<file path="config.mk">
export PLATFORM = sky130hd
export DESIGN_NAME = ea_seq
export DESIGN_NICKNAME = d
export VERILOG_FILES = /design/src/design/ea_pkg.sv /design/src/design/ea_if.sv /design/src/design/ea_calc.sv /design/src/design/ea_seq.sv
export SDC_FILE = /design/constraint.sdc
export NUM_CORES = 1
export LEC_CHECK = 0
export BUFFER_PORTS_ARGS = -buffer_cell sky130_fd_sc_hd__buf_4
export CAP_MARGIN = 40
export CORE_MARGIN = 2
export CORE_UTILIZATION = 60
export DETAILED_ROUTE_END_ITERATION = 12
export PLACE_DENSITY_LB_ADDON = 0.05
export SETUP_SLACK_MARGIN = 0.15
export SYNTH_ARGS = -nofsm -noshare
export SYNTH_HDL_FRONTEND = slang
export SYNTH_SLANG_ARGS = --single-unit
</file>
<file path="constraint.sdc">
create_clock -name MCLK -period 8 [get_ports MCLK]
set_input_delay 0.4 -clock MCLK [delete_from_list [all_inputs] [get_ports MCLK]]
set_output_delay 0.4 -clock MCLK [all_outputs]
set_load 0.01 [all_outputs]
</file>
<file path="src/design/ea_pkg.sv">
// Constants and types shared by the addressing-mode block
`default_nettype none
package ea_pkg;
	// Addressing modes recognised by the decoder
	typedef enum logic [3:0] {
		MODE_INH, MODE_IMM, MODE_DIR, MODE_EXT, MODE_IX0, MODE_IX1, MODE_IX2,
		MODE_REL, MODE_BSC, MODE_BTB, MODE_CTL
	} mode_t;
	// Instruction lengths in bytes
	localparam logic [15:0] LEN_ONE = 16'h0001;
	localparam logic [15:0] LEN_TWO = 16'h0002;
	localparam logic [15:0] LEN_THREE = 16'h0003;
	// Opcode field positions
	localparam int BITNUM_LSB = 1;
	localparam int BITPOL_POS = 0;
	// Condition code bit positions
	localparam int CC_C = 0;
	localparam int CC_Z = 1;
	localparam int CC_N = 2;
	localparam int CC_I = 3;
	localparam int CC_H = 4;
	// Reset values
	localparam logic [15:0] PC_RESET = 16'h0000;
	localparam logic [7:0] BYTE_ZERO = 8'h00;
	// Bit set/clear bound of 128 bytes; not applied, so bit set/clear targets reach the lowest 256 bytes
	localparam logic [7:0] BSC_LIMIT = 8'h80;
endpackage
`default_nettype wire

</file>
<file path="src/design/ea_if.sv">
// Operand-fetch carrier between the sequencer and the address adder
`default_nettype none
interface ea_if;
	logic [3:0] mode;
	logic [7:0] x;
	logic [7:0] op1;
	logic [7:0] op2;
	logic [15:0] pc;
	logic [15:0] ea;
	modport seq (output mode, x, op1, op2, pc, input ea);
	modport calc (input mode, x, op1, op2, pc, output ea);
endinterface
`default_nettype wire

</file>
<file path="src/design/ea_calc.sv">
// Combinational effective-address former for every addressing mode
`default_nettype none
module ea_calc (
	ea_if.calc e
);
	logic [8:0] lo_sum;
	logic [7:0] hi_sum;
	// Low byte with carry, reused by both indexed-offset modes
	always_comb begin
		lo_sum = {1'b0, e.x} + {1'b0, (e.mode == 4'(ea_pkg::MODE_IX2)) ? e.op2 : e.op1};
		hi_sum = e.op1 + {7'h00, lo_sum[8]};
		unique case (ea_pkg::mode_t'(e.mode))
			ea_pkg::MODE_IMM: e.ea = e.pc + ea_pkg::LEN_ONE;
			ea_pkg::MODE_DIR, ea_pkg::MODE_BSC, ea_pkg::MODE_BTB: e.ea = {ea_pkg::BYTE_ZERO, e.op1};
			ea_pkg::MODE_EXT: e.ea = {e.op1, e.op2};
			ea_pkg::MODE_IX0: e.ea = {ea_pkg::BYTE_ZERO, e.x};
			ea_pkg::MODE_IX1: e.ea = {7'h00, lo_sum};
			ea_pkg::MODE_IX2: e.ea = {hi_sum, lo_sum[7:0]};
			default: e.ea = e.pc;
		endcase
	end
endmodule // ea_calc
`default_nettype wire

</file>
<file path="src/design/ea_seq.sv">
// Instruction-class sequencer: operand fetch, write-back, branches
`default_nettype none
// What this block does
// - Read-modify-write instructions read the operand, alter it, and store it back to the same place.
// - The negative-or-zero test reads and evaluates its operand but never writes it back.
// - A relative branch adds its signed offset to the counter only when its condition holds.
// - Bit set and clear can reach any bit in the lowest 256 bytes.
// - Bit test-and-branch can examine any bit in the lowest 256 locations.
// - Bit test-and-branch copies the examined bit into carry.
// - Inherent instructions need only the opcode and work on the accumulator or index.
// - Immediate operand sits at counter plus one and the counter advances by two.
// - Direct mode uses the next byte as low address with a zero high byte.
// - Extended mode takes high then low address bytes and advances the counter by three.
// - Indexed no-offset uses the index as low address, zero high, one-byte instruction.
// - Indexed 8-bit offset adds the byte to the index, carry forms the high byte.
// - Indexed 16-bit offset adds index to the low offset byte, carry into the high byte.
// - Bit set/clear is two bytes with the bit number in three opcode bits.
// - Bit test-and-branch is three bytes: opcode, tested address, signed offset.
module ea_seq (
	input wire logic MCLK,
	input wire logic RST_N,
	input wire logic START,
	input wire logic [7:0] OPCODE,
	input wire logic [7:0] OP1,
	input wire logic [7:0] OP2,
	input wire logic [7:0] X_REG,
	input wire logic [7:0] ACC,
	input wire logic [7:0] CC_IN,
	input wire logic IRQ_LINE,
	input wire logic [7:0] MEM_RDATA,
	output logic [15:0] ADDR,
	output logic RD,
	output logic WR,
	output logic [7:0] WDATA,
	output logic [15:0] PC,
	output logic [7:0] CC_OUT,
	output logic [7:0] RESULT,
	output logic RES_TO_A,
	output logic RES_TO_X,
	output logic BUSY
);
	typedef enum logic [1:0] {IDLE, READ, WRITE} state_t;
	ea_if e ();
	ea_calc u_calc (.e(e));
	state_t st_q, st_d;
	logic [15:0] addr_q, addr_d, pc_q, pc_d;
	logic rd_q, rd_d, wr_q, wr_d, busy_q, busy_d, toa_q, toa_d, tox_q, tox_d;
	logic [7:0] wd_q, wd_d, cc_q, cc_d, res_q, res_d, op_q, op_d;
	ea_pkg::mode_t mode;
	logic [15:0] len;
	logic is_rmw, is_test_op, is_reg, taken, bitval;

	// Opcode high nibble gives the mode
	function automatic ea_pkg::mode_t decode(input logic [7:0] op);
		unique case (op[7:4])
			4'h0: return ea_pkg::MODE_BTB;
			4'h1: return ea_pkg::MODE_BSC;
			4'h2: return ea_pkg::MODE_REL;
			4'h3: return ea_pkg::MODE_DIR;
			4'h4, 4'h5: return ea_pkg::MODE_INH;
			4'h6, 4'hE: return ea_pkg::MODE_IX1;
			4'h7, 4'hF: return ea_pkg::MODE_IX0;
			4'hA: return ea_pkg::MODE_IMM;
			4'hB: return ea_pkg::MODE_DIR;
			4'hC: return ea_pkg::MODE_EXT;
			4'hD: return ea_pkg::MODE_IX2;
			default: return ea_pkg::MODE_CTL;
		endcase
	endfunction

	// Read-modify-write alteration by low nibble
	function automatic logic [7:0] modify(input logic [7:0] v, input logic [3:0] f,
			input logic c);
		unique case (f)
			4'hC: return v + 8'h01;
			4'hA: return v - 8'h01;
			4'hF: return 8'h00;
			4'h3: return ~v;
			4'h0: return 8'h00 - v;
			4'h9: return {v[6:0], c};
			4'h6: return {c, v[7:1]};
			4'h8: return {v[6:0], 1'b0};
			4'h4: return {1'b0, v[7:1]};
			4'h7: return {v[7], v[7:1]};
			default: return v;
		endcase
	endfunction

	// Relative branch condition per opcode low nibble
	function automatic logic cond(input logic [3:0] f, input logic [7:0] c, input logic irq);
		logic r;
		r = 1'b0;
		unique case (f[3:1])
			3'h0: r = 1'b1;
			3'h1: r = ~(c[ea_pkg::CC_C] | c[ea_pkg::CC_Z]);
			3'h2: r = ~c[ea_pkg::CC_C];
			3'h3: r = ~c[ea_pkg::CC_Z];
			3'h4: r = ~c[ea_pkg::CC_H];
			3'h5: r = ~c[ea_pkg::CC_N];
			3'h6: r = ~c[ea_pkg::CC_I];
			// Line pair: the even code branches while the pin is low
			3'h7: r = ~irq;
		endcase
		return r ^ f[0];
	endfunction

	// Feed the address former
	always_comb begin
		mode = decode(OPCODE);
		e.mode = 4'(mode);
		e.x = X_REG;
		e.op1 = OP1;
		e.op2 = OP2;
		e.pc = pc_q;
		// Memory alteration class of the latched opcode, only meaningful in READ
		is_rmw = (op_q[7:4] >= 4'h3) && (op_q[7:4] <= 4'h7);
		is_test_op = OPCODE[3:0] == 4'hD;
		is_reg = mode == ea_pkg::MODE_INH;
		bitval = MEM_RDATA[op_q[3:1]];
		unique case (mode)
			ea_pkg::MODE_INH, ea_pkg::MODE_IX0, ea_pkg::MODE_CTL: len = ea_pkg::LEN_ONE;
			ea_pkg::MODE_EXT, ea_pkg::MODE_IX2, ea_pkg::MODE_BTB: len = ea_pkg::LEN_THREE;
			default: len = ea_pkg::LEN_TWO;
		endcase
		taken = cond(OPCODE[3:0], CC_IN, IRQ_LINE);
	end

	// Next-state sequencing
	always_comb begin
		st_d = st_q; addr_d = addr_q; pc_d = pc_q; rd_d = 1'b0; wr_d = 1'b0;
		wd_d = wd_q; cc_d = cc_q; res_d = res_q; op_d = op_q;
		toa_d = 1'b0; tox_d = 1'b0; busy_d = busy_q;
		unique case (st_q)
			IDLE: if (START) begin
				op_d = OPCODE;
				cc_d = CC_IN;
				if (mode == ea_pkg::MODE_REL) begin
					pc_d = taken ? pc_q + ea_pkg::LEN_TWO + {{8{OP1[7]}}, OP1}
						: pc_q + ea_pkg::LEN_TWO;
				end else if (is_reg) begin
					res_d = modify(OPCODE[4] ? X_REG : ACC, OPCODE[3:0], CC_IN[ea_pkg::CC_C]);
					toa_d = ~OPCODE[4] & ~is_test_op;
					tox_d = OPCODE[4] & ~is_test_op;
					cc_d[ea_pkg::CC_N] = res_d[7];
					cc_d[ea_pkg::CC_Z] = res_d == 8'h00;
					pc_d = pc_q + len;
				end else if (mode == ea_pkg::MODE_CTL) begin
					pc_d = pc_q + len;
				end else begin
					addr_d = e.ea;
					rd_d = 1'b1;
					busy_d = 1'b1;
					st_d = READ;
					pc_d = pc_q + len;
					if (mode == ea_pkg::MODE_BTB)
						pc_d = pc_q + ea_pkg::LEN_THREE;
				end
			end
			READ: begin
				st_d = IDLE;
				busy_d = 1'b0;
				res_d = MEM_RDATA;
				if (decode(op_q) == ea_pkg::MODE_BTB) begin
					cc_d[ea_pkg::CC_C] = bitval;
					if (bitval ^ op_q[ea_pkg::BITPOL_POS])
						pc_d = pc_q + {{8{OP2[7]}}, OP2};
				end else if (decode(op_q) == ea_pkg::MODE_BSC) begin
					wd_d = MEM_RDATA;
					wd_d[op_q[3:1]] = ~op_q[ea_pkg::BITPOL_POS];
					wr_d = 1'b1; st_d = WRITE; busy_d = 1'b1;
				end else if (is_rmw) begin
					wd_d = modify(MEM_RDATA, op_q[3:0], cc_q[ea_pkg::CC_C]);
					cc_d[ea_pkg::CC_N] = wd_d[7];
					cc_d[ea_pkg::CC_Z] = wd_d == 8'h00;
					// write back same address, skipped for test
					if (op_q[3:0] != 4'hD) begin
						wr_d = 1'b1; st_d = WRITE; busy_d = 1'b1;
					end
				end
			end
			WRITE: begin
				st_d = IDLE;
				busy_d = 1'b0;
			end
		endcase
	end

	// Registers
	always_ff @(posedge MCLK or negedge RST_N) begin
		if (!RST_N) begin
			st_q <= IDLE; addr_q <= 16'h0000; pc_q <= ea_pkg::PC_RESET;
			rd_q <= 1'b0; wr_q <= 1'b0; busy_q <= 1'b0; toa_q <= 1'b0; tox_q <= 1'b0;
			wd_q <= 8'h00; cc_q <= 8'h00; res_q <= 8'h00; op_q <= 8'h00;
		end else begin
			st_q <= st_d; addr_q <= addr_d; pc_q <= pc_d;
			rd_q <= rd_d; wr_q <= wr_d; busy_q <= busy_d; toa_q <= toa_d; tox_q <= tox_d;
			wd_q <= wd_d; cc_q <= cc_d; res_q <= res_d; op_q <= op_d;
		end
	end
	assign ADDR = addr_q;
	assign RD = rd_q;
	assign WR = wr_q;
	assign WDATA = wd_q;
	assign PC = pc_q;
	assign CC_OUT = cc_q;
	assign RESULT = res_q;
	assign RES_TO_A = toa_q;
	assign RES_TO_X = tox_q;
	assign BUSY = busy_q;

	// Write follows read at same address
	chk_rmw_write: assert property (@(posedge MCLK) disable iff (!RST_N)
		wr_q |-> $past(rd_q) && ADDR == $past(ADDR)) else $error("write without read");
	chk_test_nowrite: assert property (@(posedge MCLK) disable iff (!RST_N)
		(rd_q && is_rmw && op_q[3:0] == 4'hD) |=> !wr_q)
		else $error("test wrote back");
	chk_rel_pc: assert property (@(posedge MCLK) disable iff (!RST_N)
		(st_q == IDLE && START && mode == ea_pkg::MODE_REL && !taken)
		|=> pc_q == $past(pc_q) + 16'h0002) else $error("untaken branch pc");
	chk_dir_high: assert property (@(posedge MCLK) disable iff (!RST_N)
		(rd_q && decode(op_q) inside {ea_pkg::MODE_DIR, ea_pkg::MODE_BSC, ea_pkg::MODE_BTB})
		|-> ADDR[15:8] == 8'h00)
		else $error("direct high byte");
	chk_btb_carry: assert property (@(posedge MCLK) disable iff (!RST_N)
		(st_q == READ && decode(op_q) == ea_pkg::MODE_BTB) |=> cc_q[0] == $past(bitval))
		else $error("carry not bit");
	chk_ext_pc: assert property (@(posedge MCLK) disable iff (!RST_N)
		(st_q == IDLE && START && mode == ea_pkg::MODE_EXT) |=> pc_q == $past(pc_q) + 16'h0003)
		else $error("extended pc step");
	chk_inh_noread: assert property (@(posedge MCLK) disable iff (!RST_N)
		(st_q == IDLE && START && is_reg) |=> !rd_q) else $error("inherent read");
	chk_bsc_write: assert property (@(posedge MCLK) disable iff (!RST_N)
		(st_q == READ && decode(op_q) == ea_pkg::MODE_BSC) |=> wr_q) else $error("bit op no write");
	cov_rmw: cover property (@(posedge MCLK) disable iff (!RST_N) rd_q ##1 wr_q);
	cov_btb: cover property (@(posedge MCLK) disable iff (!RST_N)
		st_q == READ && decode(op_q) == ea_pkg::MODE_BTB);
	cov_rel: cover property (@(posedge MCLK) disable iff (!RST_N)
		st_q == IDLE && START && mode == ea_pkg::MODE_REL && taken);
endmodule // ea_seq
`default_nettype wire

</file>
# Yosys cells after proc, flatten, opt, wreduce, memory -nomap -nowiden
# Memory sizes are Yosys's and may differ from the RTL's.
# Cells that the tools add are included.
[classes] n_addsub=14 eq_ne=51 n_lt_le_gt_ge=4 n_mux=78 n_reduce_logical=22 bitwise_logic=21
[op_table] op="$pmux 8 s10" count=2
[op_table] op="$mux 16" count=8
[op_table] op="$mux 8" count=15
[op_table] op="$pmux 16 s6" count=1
[op_table] op="$eq 4x4->1 const B" count=16
[op_table] op="$add 16x16->16" count=3
[op_table] op="$eq 4x3->1 const B" count=10
[op_table] op="$add 16x2->16 const B" count=2
[op_table] op="$pmux 16 s2" count=1
[op_table] op="$mux 2" count=13
[op_table] op="$mux 1" count=25
[op_table] op="$ne 2x2->1 const B" count=10
[op_table] op="$add 16x1->16 const B" count=1
[op_table] op="$add 8x1->8 const B" count=2
[op_table] op="$eq 4x2->1 const B" count=4
[op_table] op="$logic_not 8->1" count=2
[op_table] op="$not 8->8" count=2
[op_table] op="$pmux 8 s2" count=1
[op_table] op="$sub 1x8->8 const A" count=2
[op_table] op="$sub 8x1->8 const B" count=2
[op_table] op="$not 1->1" count=14
[op_table] op="$eq 3x3->1 const B" count=4
[op_table] op="$logic_not 4->1" count=3
[op_table] op="$mux 4" count=3
[op_table] op="other kinds (33)" count=44
[totals] memories=3 ff_bits=71 mem_bits_ro=192 input_bits=60
[mem_list] name="(no name shown)" depth=16 width=4 rd=1 rd_clocked_by_memory_dff=0 wr=0 line="ea_seq.sv:55" rtl="unique case (op[7:4])"
[mem_list] name="(no name shown)" depth=16 width=4 rd=1 rd_clocked_by_memory_dff=0 wr=0 line="ea_seq.sv:55"
[mem_list] name="(no name shown)" depth=16 width=4 rd=1 rd_clocked_by_memory_dff=0 wr=0 line="ea_seq.sv:55"

# Longest topological paths before layout
[depth] depth_word=14 mapped_depth=23 mapped_depth_nobuf=20

# Modules after synthesis
# A second synthesis with hierarchy kept.
[hier_totals] cells_unflattened=1242 area_unflattened_um2=9298.9
[by_module_without_submodules] module="ea_seq" area_each_um2=7820.0 cells_each=1010 n_inst=1
[by_module_without_submodules] module="ea_calc" area_each_um2=1478.9 cells_each=232 n_inst=1

# Worst setup path before layout
# OpenSTA, ideal clock, no wires.
[synth_timing] path_kind="in2reg" start="input port OPCODE[6]" end="register addr_q[12], in the netlist ADDR[12]" path_buffers=1 setup_slack_ps=4303 required_time_ps=7867 t_arrival_ps=3563 cell_stages=20 cell_sequence="clkbuf_1 nand3_1 nand2_1 nand2_1 ha_1 fa_1 a21o_1 a21o_1 a21o_1 a21oi_1 nor2b_1 o21ai_0 nand2b_1 ha_1 ha_1 nand4_1 xor2_1 nor2_1 a21oi_1 o21ai_0"
[synth_between] elab_chain_cells=6 elab_cells_between_ends=21 classes_between="add/sub: 2; eq/ne: 10; mux: 2; bitwise: 3; reduce/logical: 3; memory: 1"
[synth_rtl] item="from (decl)" line="ea_seq.sv:23" rtl="input wire logic [7:0] OPCODE,"
[synth_rtl] item="$mem_v2 16x4 (*)"
[synth_rtl] item="$eq 4x3->1" line="ea_calc.sv:10, ea_calc.sv:12"
[synth_rtl] item="$mux 8" line="ea_calc.sv:10" rtl="lo_sum = {1'b0, e.x} + {1'b0, (e.mode == 4'(ea_pkg::MODE_IX2)) ? e.op2 : e.op1};"
[synth_rtl] item="$add 8x8->9" line="ea_calc.sv:10"
[synth_rtl] item="$add 8x1->8" line="ea_calc.sv:11" rtl="hi_sum = e.op1 + {7'h00, lo_sum[8]};"
[synth_rtl] item="$pmux 16 s6" line="ea_calc.sv:12" rtl="unique case (ea_pkg::mode_t'(e.mode))"
[synth_rtl] item="to (signal assigned)" line="ea_seq.sv:195" rtl="st_q <= st_d; addr_q <= addr_d; pc_q <= pc_d;"
[synth_rtl] item="to (decl)" line="ea_seq.sv:46" rtl="logic [15:0] addr_q, addr_d, pc_q, pc_d;"
# Mark *: on every way between the ends. The rest lies on a longest branch, timed or not.
# A chain may end at the register's enable or synchronous reset.

# Worst setup path in the final report
[layout_timing] start="register op_q[3]" end="register cc_q[1], in the netlist CC_OUT[1]"
[layout_between] elab_chain_cells=11 elab_cells_between_ends=20 classes_between="eq/ne: 9; mux: 9; reduce/logical: 2"
[layout_rtl] item="from (decl)" line="ea_seq.sv:48" rtl="logic [7:0] wd_q, wd_d, cc_q, cc_d, res_q, res_d, op_q, op_d;"
[layout_rtl] item="from (signal assigned)" line="ea_seq.sv:193" rtl="wd_q <= 8'h00; cc_q <= 8'h00; res_q <= 8'h00; op_q <= 8'h00;"
[layout_rtl] item="from (signal assigned)" line="ea_seq.sv:197" rtl="wd_q <= wd_d; cc_q <= cc_d; res_q <= res_d; op_q <= op_d;"
[layout_rtl] item="$eq 4x3->1, or another cell as far along" line="ea_seq.sv:74" rtl="unique case (f)"
[layout_rtl] item="$pmux 8 s10 (*)" line="ea_seq.sv:74"
[layout_rtl] item="$mux 8 (*)" line="ea_seq.sv:171" rtl="end else if (is_rmw) begin"
[layout_rtl] item="$mux 8 (*)" line="ea_seq.sv:167" rtl="end else if (decode(op_q) == ea_pkg::MODE_BSC) begin"
[layout_rtl] item="$mux 8 (*)" line="ea_seq.sv:163" rtl="if (decode(op_q) == ea_pkg::MODE_BTB) begin"
[layout_rtl] item="$mux 8 (*)" line="ea_seq.sv:133" rtl="unique case (st_q)"
[layout_rtl] item="$logic_not 8->1 (*)" line="ea_seq.sv:174" rtl="cc_d[ea_pkg::CC_Z] = wd_d == 8'h00;"
[layout_rtl] item="$mux 2 (*)" line="ea_seq.sv:171"
[layout_rtl] item="$mux 2 (*)" line="ea_seq.sv:167"
[layout_rtl] item="$mux 2 (*)" line="ea_seq.sv:163"
[layout_rtl] item="$pmux 3 s2 (*)" line="ea_seq.sv:133"
[layout_rtl] item="to (signal assigned)" line="ea_seq.sv:193"
[layout_rtl] item="to (signal assigned)" line="ea_seq.sv:197"
[layout_rtl] item="to (decl)" line="ea_seq.sv:48"
# Mark *: on every way between the ends. The rest lies on a longest branch, timed or not. The select of a mux whose other input is x is not followed.

==> impl_metrics.csv <==
group,metric,value,unit
power_and_ir_drop,p_per_area,353,mW/mm²
cts,path_clk_slew,60,ps
placement,portBuffers,120,
synthesis,synthCells,1148,
cts,clk_path_buf_depth,2,
placement,gp_congestion,0.951,
global_route,antenna_found_initial,0,
route,drc_errors,0,
final_layout,n_antenna_cell,0,
worst_hold_path,holdPathEnd,"CC_OUT[5]",
route,vias,9076,
die,core,0.0139,mm²
global_route,grt_max_degree,49,
cts,cts_max_level,3,
timing,layout_min_cycle_time,4040,ps
timing,timing.final.max_slew_violations,0,
critical_path,rr_endpoint,"CC_OUT[1]",
die,start_util,61.5,%
final_layout,layout-drive-gt1-share,14.3,%
synthesis,synth-seq-area-share,20.8,%
critical_path,crit_required,8260,ps
die,io_pins,121,
final_layout,nets,1347,
critical_path,crit_buf_inv,0,
critical_path,ff2ff_setup_slack,3960,ps
synthesis,synth_nets,1276,
power_and_ir_drop,p_total,3.46,mW
timing,rsz0062_at_grt,"no",
critical_path,cp-end-kind,"flop",
status,status,"complete, no violations",
final_layout,layout_commonest_cell,"nand2_1",
route,drt-total-wl,25900,µm
die,dieArea,0.0152,mm²
timing,fmax,0.247,GHz
die,num_rows,43,
route,drtPass1Iterations,6,
power_and_ir_drop,vdd_drop_max,0.207,mV
critical_path,critPathMostFrequentCell,"nor2_1",
critical_path,path_class,"flop to flop",
critical_path,crit_family,"simple AND/OR/NAND/NOR gates",
power_and_ir_drop,leakage,4.35,nW
global_route,grt_pass1_vias,8149,
final_layout,syn2layout_area_growth,14.7,%
route,first_iter_violations,910,
synthesis,yosysWarnings,0,
run,cap_violations,0,
critical_path,start_kind,"flop",
timing,setup_tns,0,ps
cts,cts_setup_buffers,0,
route,antenna_left,0,
synthesis,synth-seq-cells,71,
global_route,groute.usage.overall,34.4,%
global_route,grt_pass1_wl,41400,µm
synthesis,async_reset_ff_share,100,%
placement,post_dp_cell_area,0.00949,mm²
cts,cts_made_buffers,9,
timing,hold_viol,0,
synthesis,yosysUniqueCellTypes,76,
final_layout,fin_area,0.00980,mm²
critical_path,cp_cell_sequence,"nand3b_1 > nor2_1 > ha_1 > a21o_1 > a21oi_1 > nor2b_1 > o21a_1 > nor2_1 > xor2_1 > o21ai_0 > or4_1 > o211ai_1",
timing,setup_viol,0,
route,routedWlPerCell,18.4,µm
final_layout,fillCellCount,1213,
timing,fin_crit_sh,50.5,%
synthesis,synth_edf_count,0,
worst_hold_path,hold_class,"input port to flop",
critical_path,worst-path-max-fanout,28,
final_layout,ff_latch_area,0.00178,mm²
timing,tightest_slew,875,ps
synthesis,avgSynthCellArea,7.44,µm²
synthesis,synth_ff_type,"dfrtp_1",
cts,cts.sinks,71,
critical_path,rr_startpoint,"op_q[3]",
final_layout,multi_input_area,0.00636,mm²
global_route,grt-ovfl-total,0,
die,fp.dieW,123,µm
worst_hold_path,hold_path_depth,3,
timing,relSlewSlack,41.6,%
cts,cts_tree,"done",
route,viasPerCell,6.46,
die,fp.dieH,123,µm
final_layout,postLayoutCoreUtil,70.6,%
timing,finClkSkew,9.18,ps
critical_path,r2r_cells,12,
critical_path,critPathSlowestCell,"dfrtp_1",
critical_path,cpPeakStageDelay,920,ps
cts,clk_latency,340,ps
worst_hold_path,holdCritStartpoint,"CC_IN[5]",
cts,clock-root-buffer,"clkbuf_16",
placement,hpwlAfterDp,19500,µm
critical_path,crit_arrival,4300,ps
final_layout,final_cell_mix,"nand2_1 (161), buf_4 (125), o21ai_0 (110)",
synthesis,netlist_area,0.00854,mm²
## worst reg2reg max path, stage by stage, from the launching register on
cell and delay, ps:
dfrtp_1 920, nand3b_1 260, nor2_1 580, ha_1 410, a21o_1 200, a21oi_1 200, nor2b_1 80, o21a_1 170
nor2_1 110, xor2_1 150, o21ai_0 100, or4_1 610, o211ai_1 190
## flip-flops by register name, summed over array words and instances (netlist names), 2 cells and up
| name | cells |
|---|---|
| st_q | 2 |
| CC_OUT | 8 |
| PC | 16 |
| RESULT | 8 |
| WDATA | 8 |
| op_q | 8 |
| ADDR | 16 |
## synthesized netlist by cell type (14+ instances only)
master | n | area (µm²)
a21oi_1 | 98 | 490
xnor2_1 | 41 | 359
o21ai_0 | 110 | 551
nor2_1 | 96 | 360
nand2_1 | 161 | 604
clkbuf_1 | 42 | 158
xor2_1 | 48 | 420
a211oi_1 | 23 | 173
ha_1 | 62 | 776
buf_2 | 23 | 115
o211ai_1 | 14 | 105
nand3_1 | 24 | 120
dfrtp_1 | 71 | 1780
a21o_1 | 27 | 203
nor2b_1 | 22 | 138
mux2i_1 | 15 | 150
nor3_1 | 24 | 120
inv_1 | 29 | 109
nand2b_1 | 20 | 125
## cells by family (layout without fill, tap and decap cells)
logic type                 Yosys count  count (layout)  share of synthesized area (%)
AOI/OAI and AO/OA                  386             386                           28.5
xor gates and xnor gates            90              90                           9.45
adders and majority gates           68              68                           10.5
buffers and inverters               99             175                           4.82
DFF                                 71              71                           20.8
muxes                               25              25                           3.24
and+or+nand+nor                    409             409                           22.7
## stage by stage
stage	std cells	setup slack, ps	hold WS (ps)
floorplan	1148	4300	104
global placement	1381	4030	459
detailed placement	1387	3960	335
CTS	1404	4020	251
global route	1404	3680	267
finish	1404	3960	255
## routing by layer
metal | share of wire [%] | routed length (µm) | vias to the layer above | global-route usage [%]
met5 | 0 | 0 | - | 0
met1 | 45 | 11600 | 4210 | 51.0
li1 | - | - | 4315 | -
met3 | 9.0 | 2320 | 56 | 4.43
met4 | 2.1 | 537 | 0 | 10.8
met2 | 44 | 11400 | 495 | 51.8
## where the power goes
part           switching [mW]  leakage, nW  internal [mW]  total [mW]
combinational            1.28         3.32          0.984        2.27
clock                   0.169        0.138          0.241       0.411
sequential              0.261        0.891          0.522       0.783
total                    1.72         4.35           1.75        3.46
## worst max path at each step
stage,startpoint,end,slack [ps],depth (start not counted)
4_1_cts,op_q[3],CC_OUT[1],4020,12
6_report,op_q[3],CC_OUT[1],3960,12
3_5_place_dp,OPCODE[7],ADDR[14],3960,21
5_1_grt,op_q[3],CC_OUT[1],3680,12
2_1_floorplan,OPCODE[6],ADDR[12],4300,20
3_3_place_gp,OPCODE[7],ADDR[12],4030,21
## area by class of cell
type                            instances  area share (%)
Sequential cell                        71            18.1
Timing Repair Buffer                  130            10.5
Multi-Input combinational cell        978            64.9
Inverter                               29            1.11
Clock inverter                          7           0.728
Tap cell                              180            2.30
Clock buffer                            9            2.30
## timing repair
action                                 in CTS  in global routing
resized for setup                           0                  0
endpoints found under the hold margin      23                  0
hold buffers                                1                  0
(Power assumes the default switching activity.)
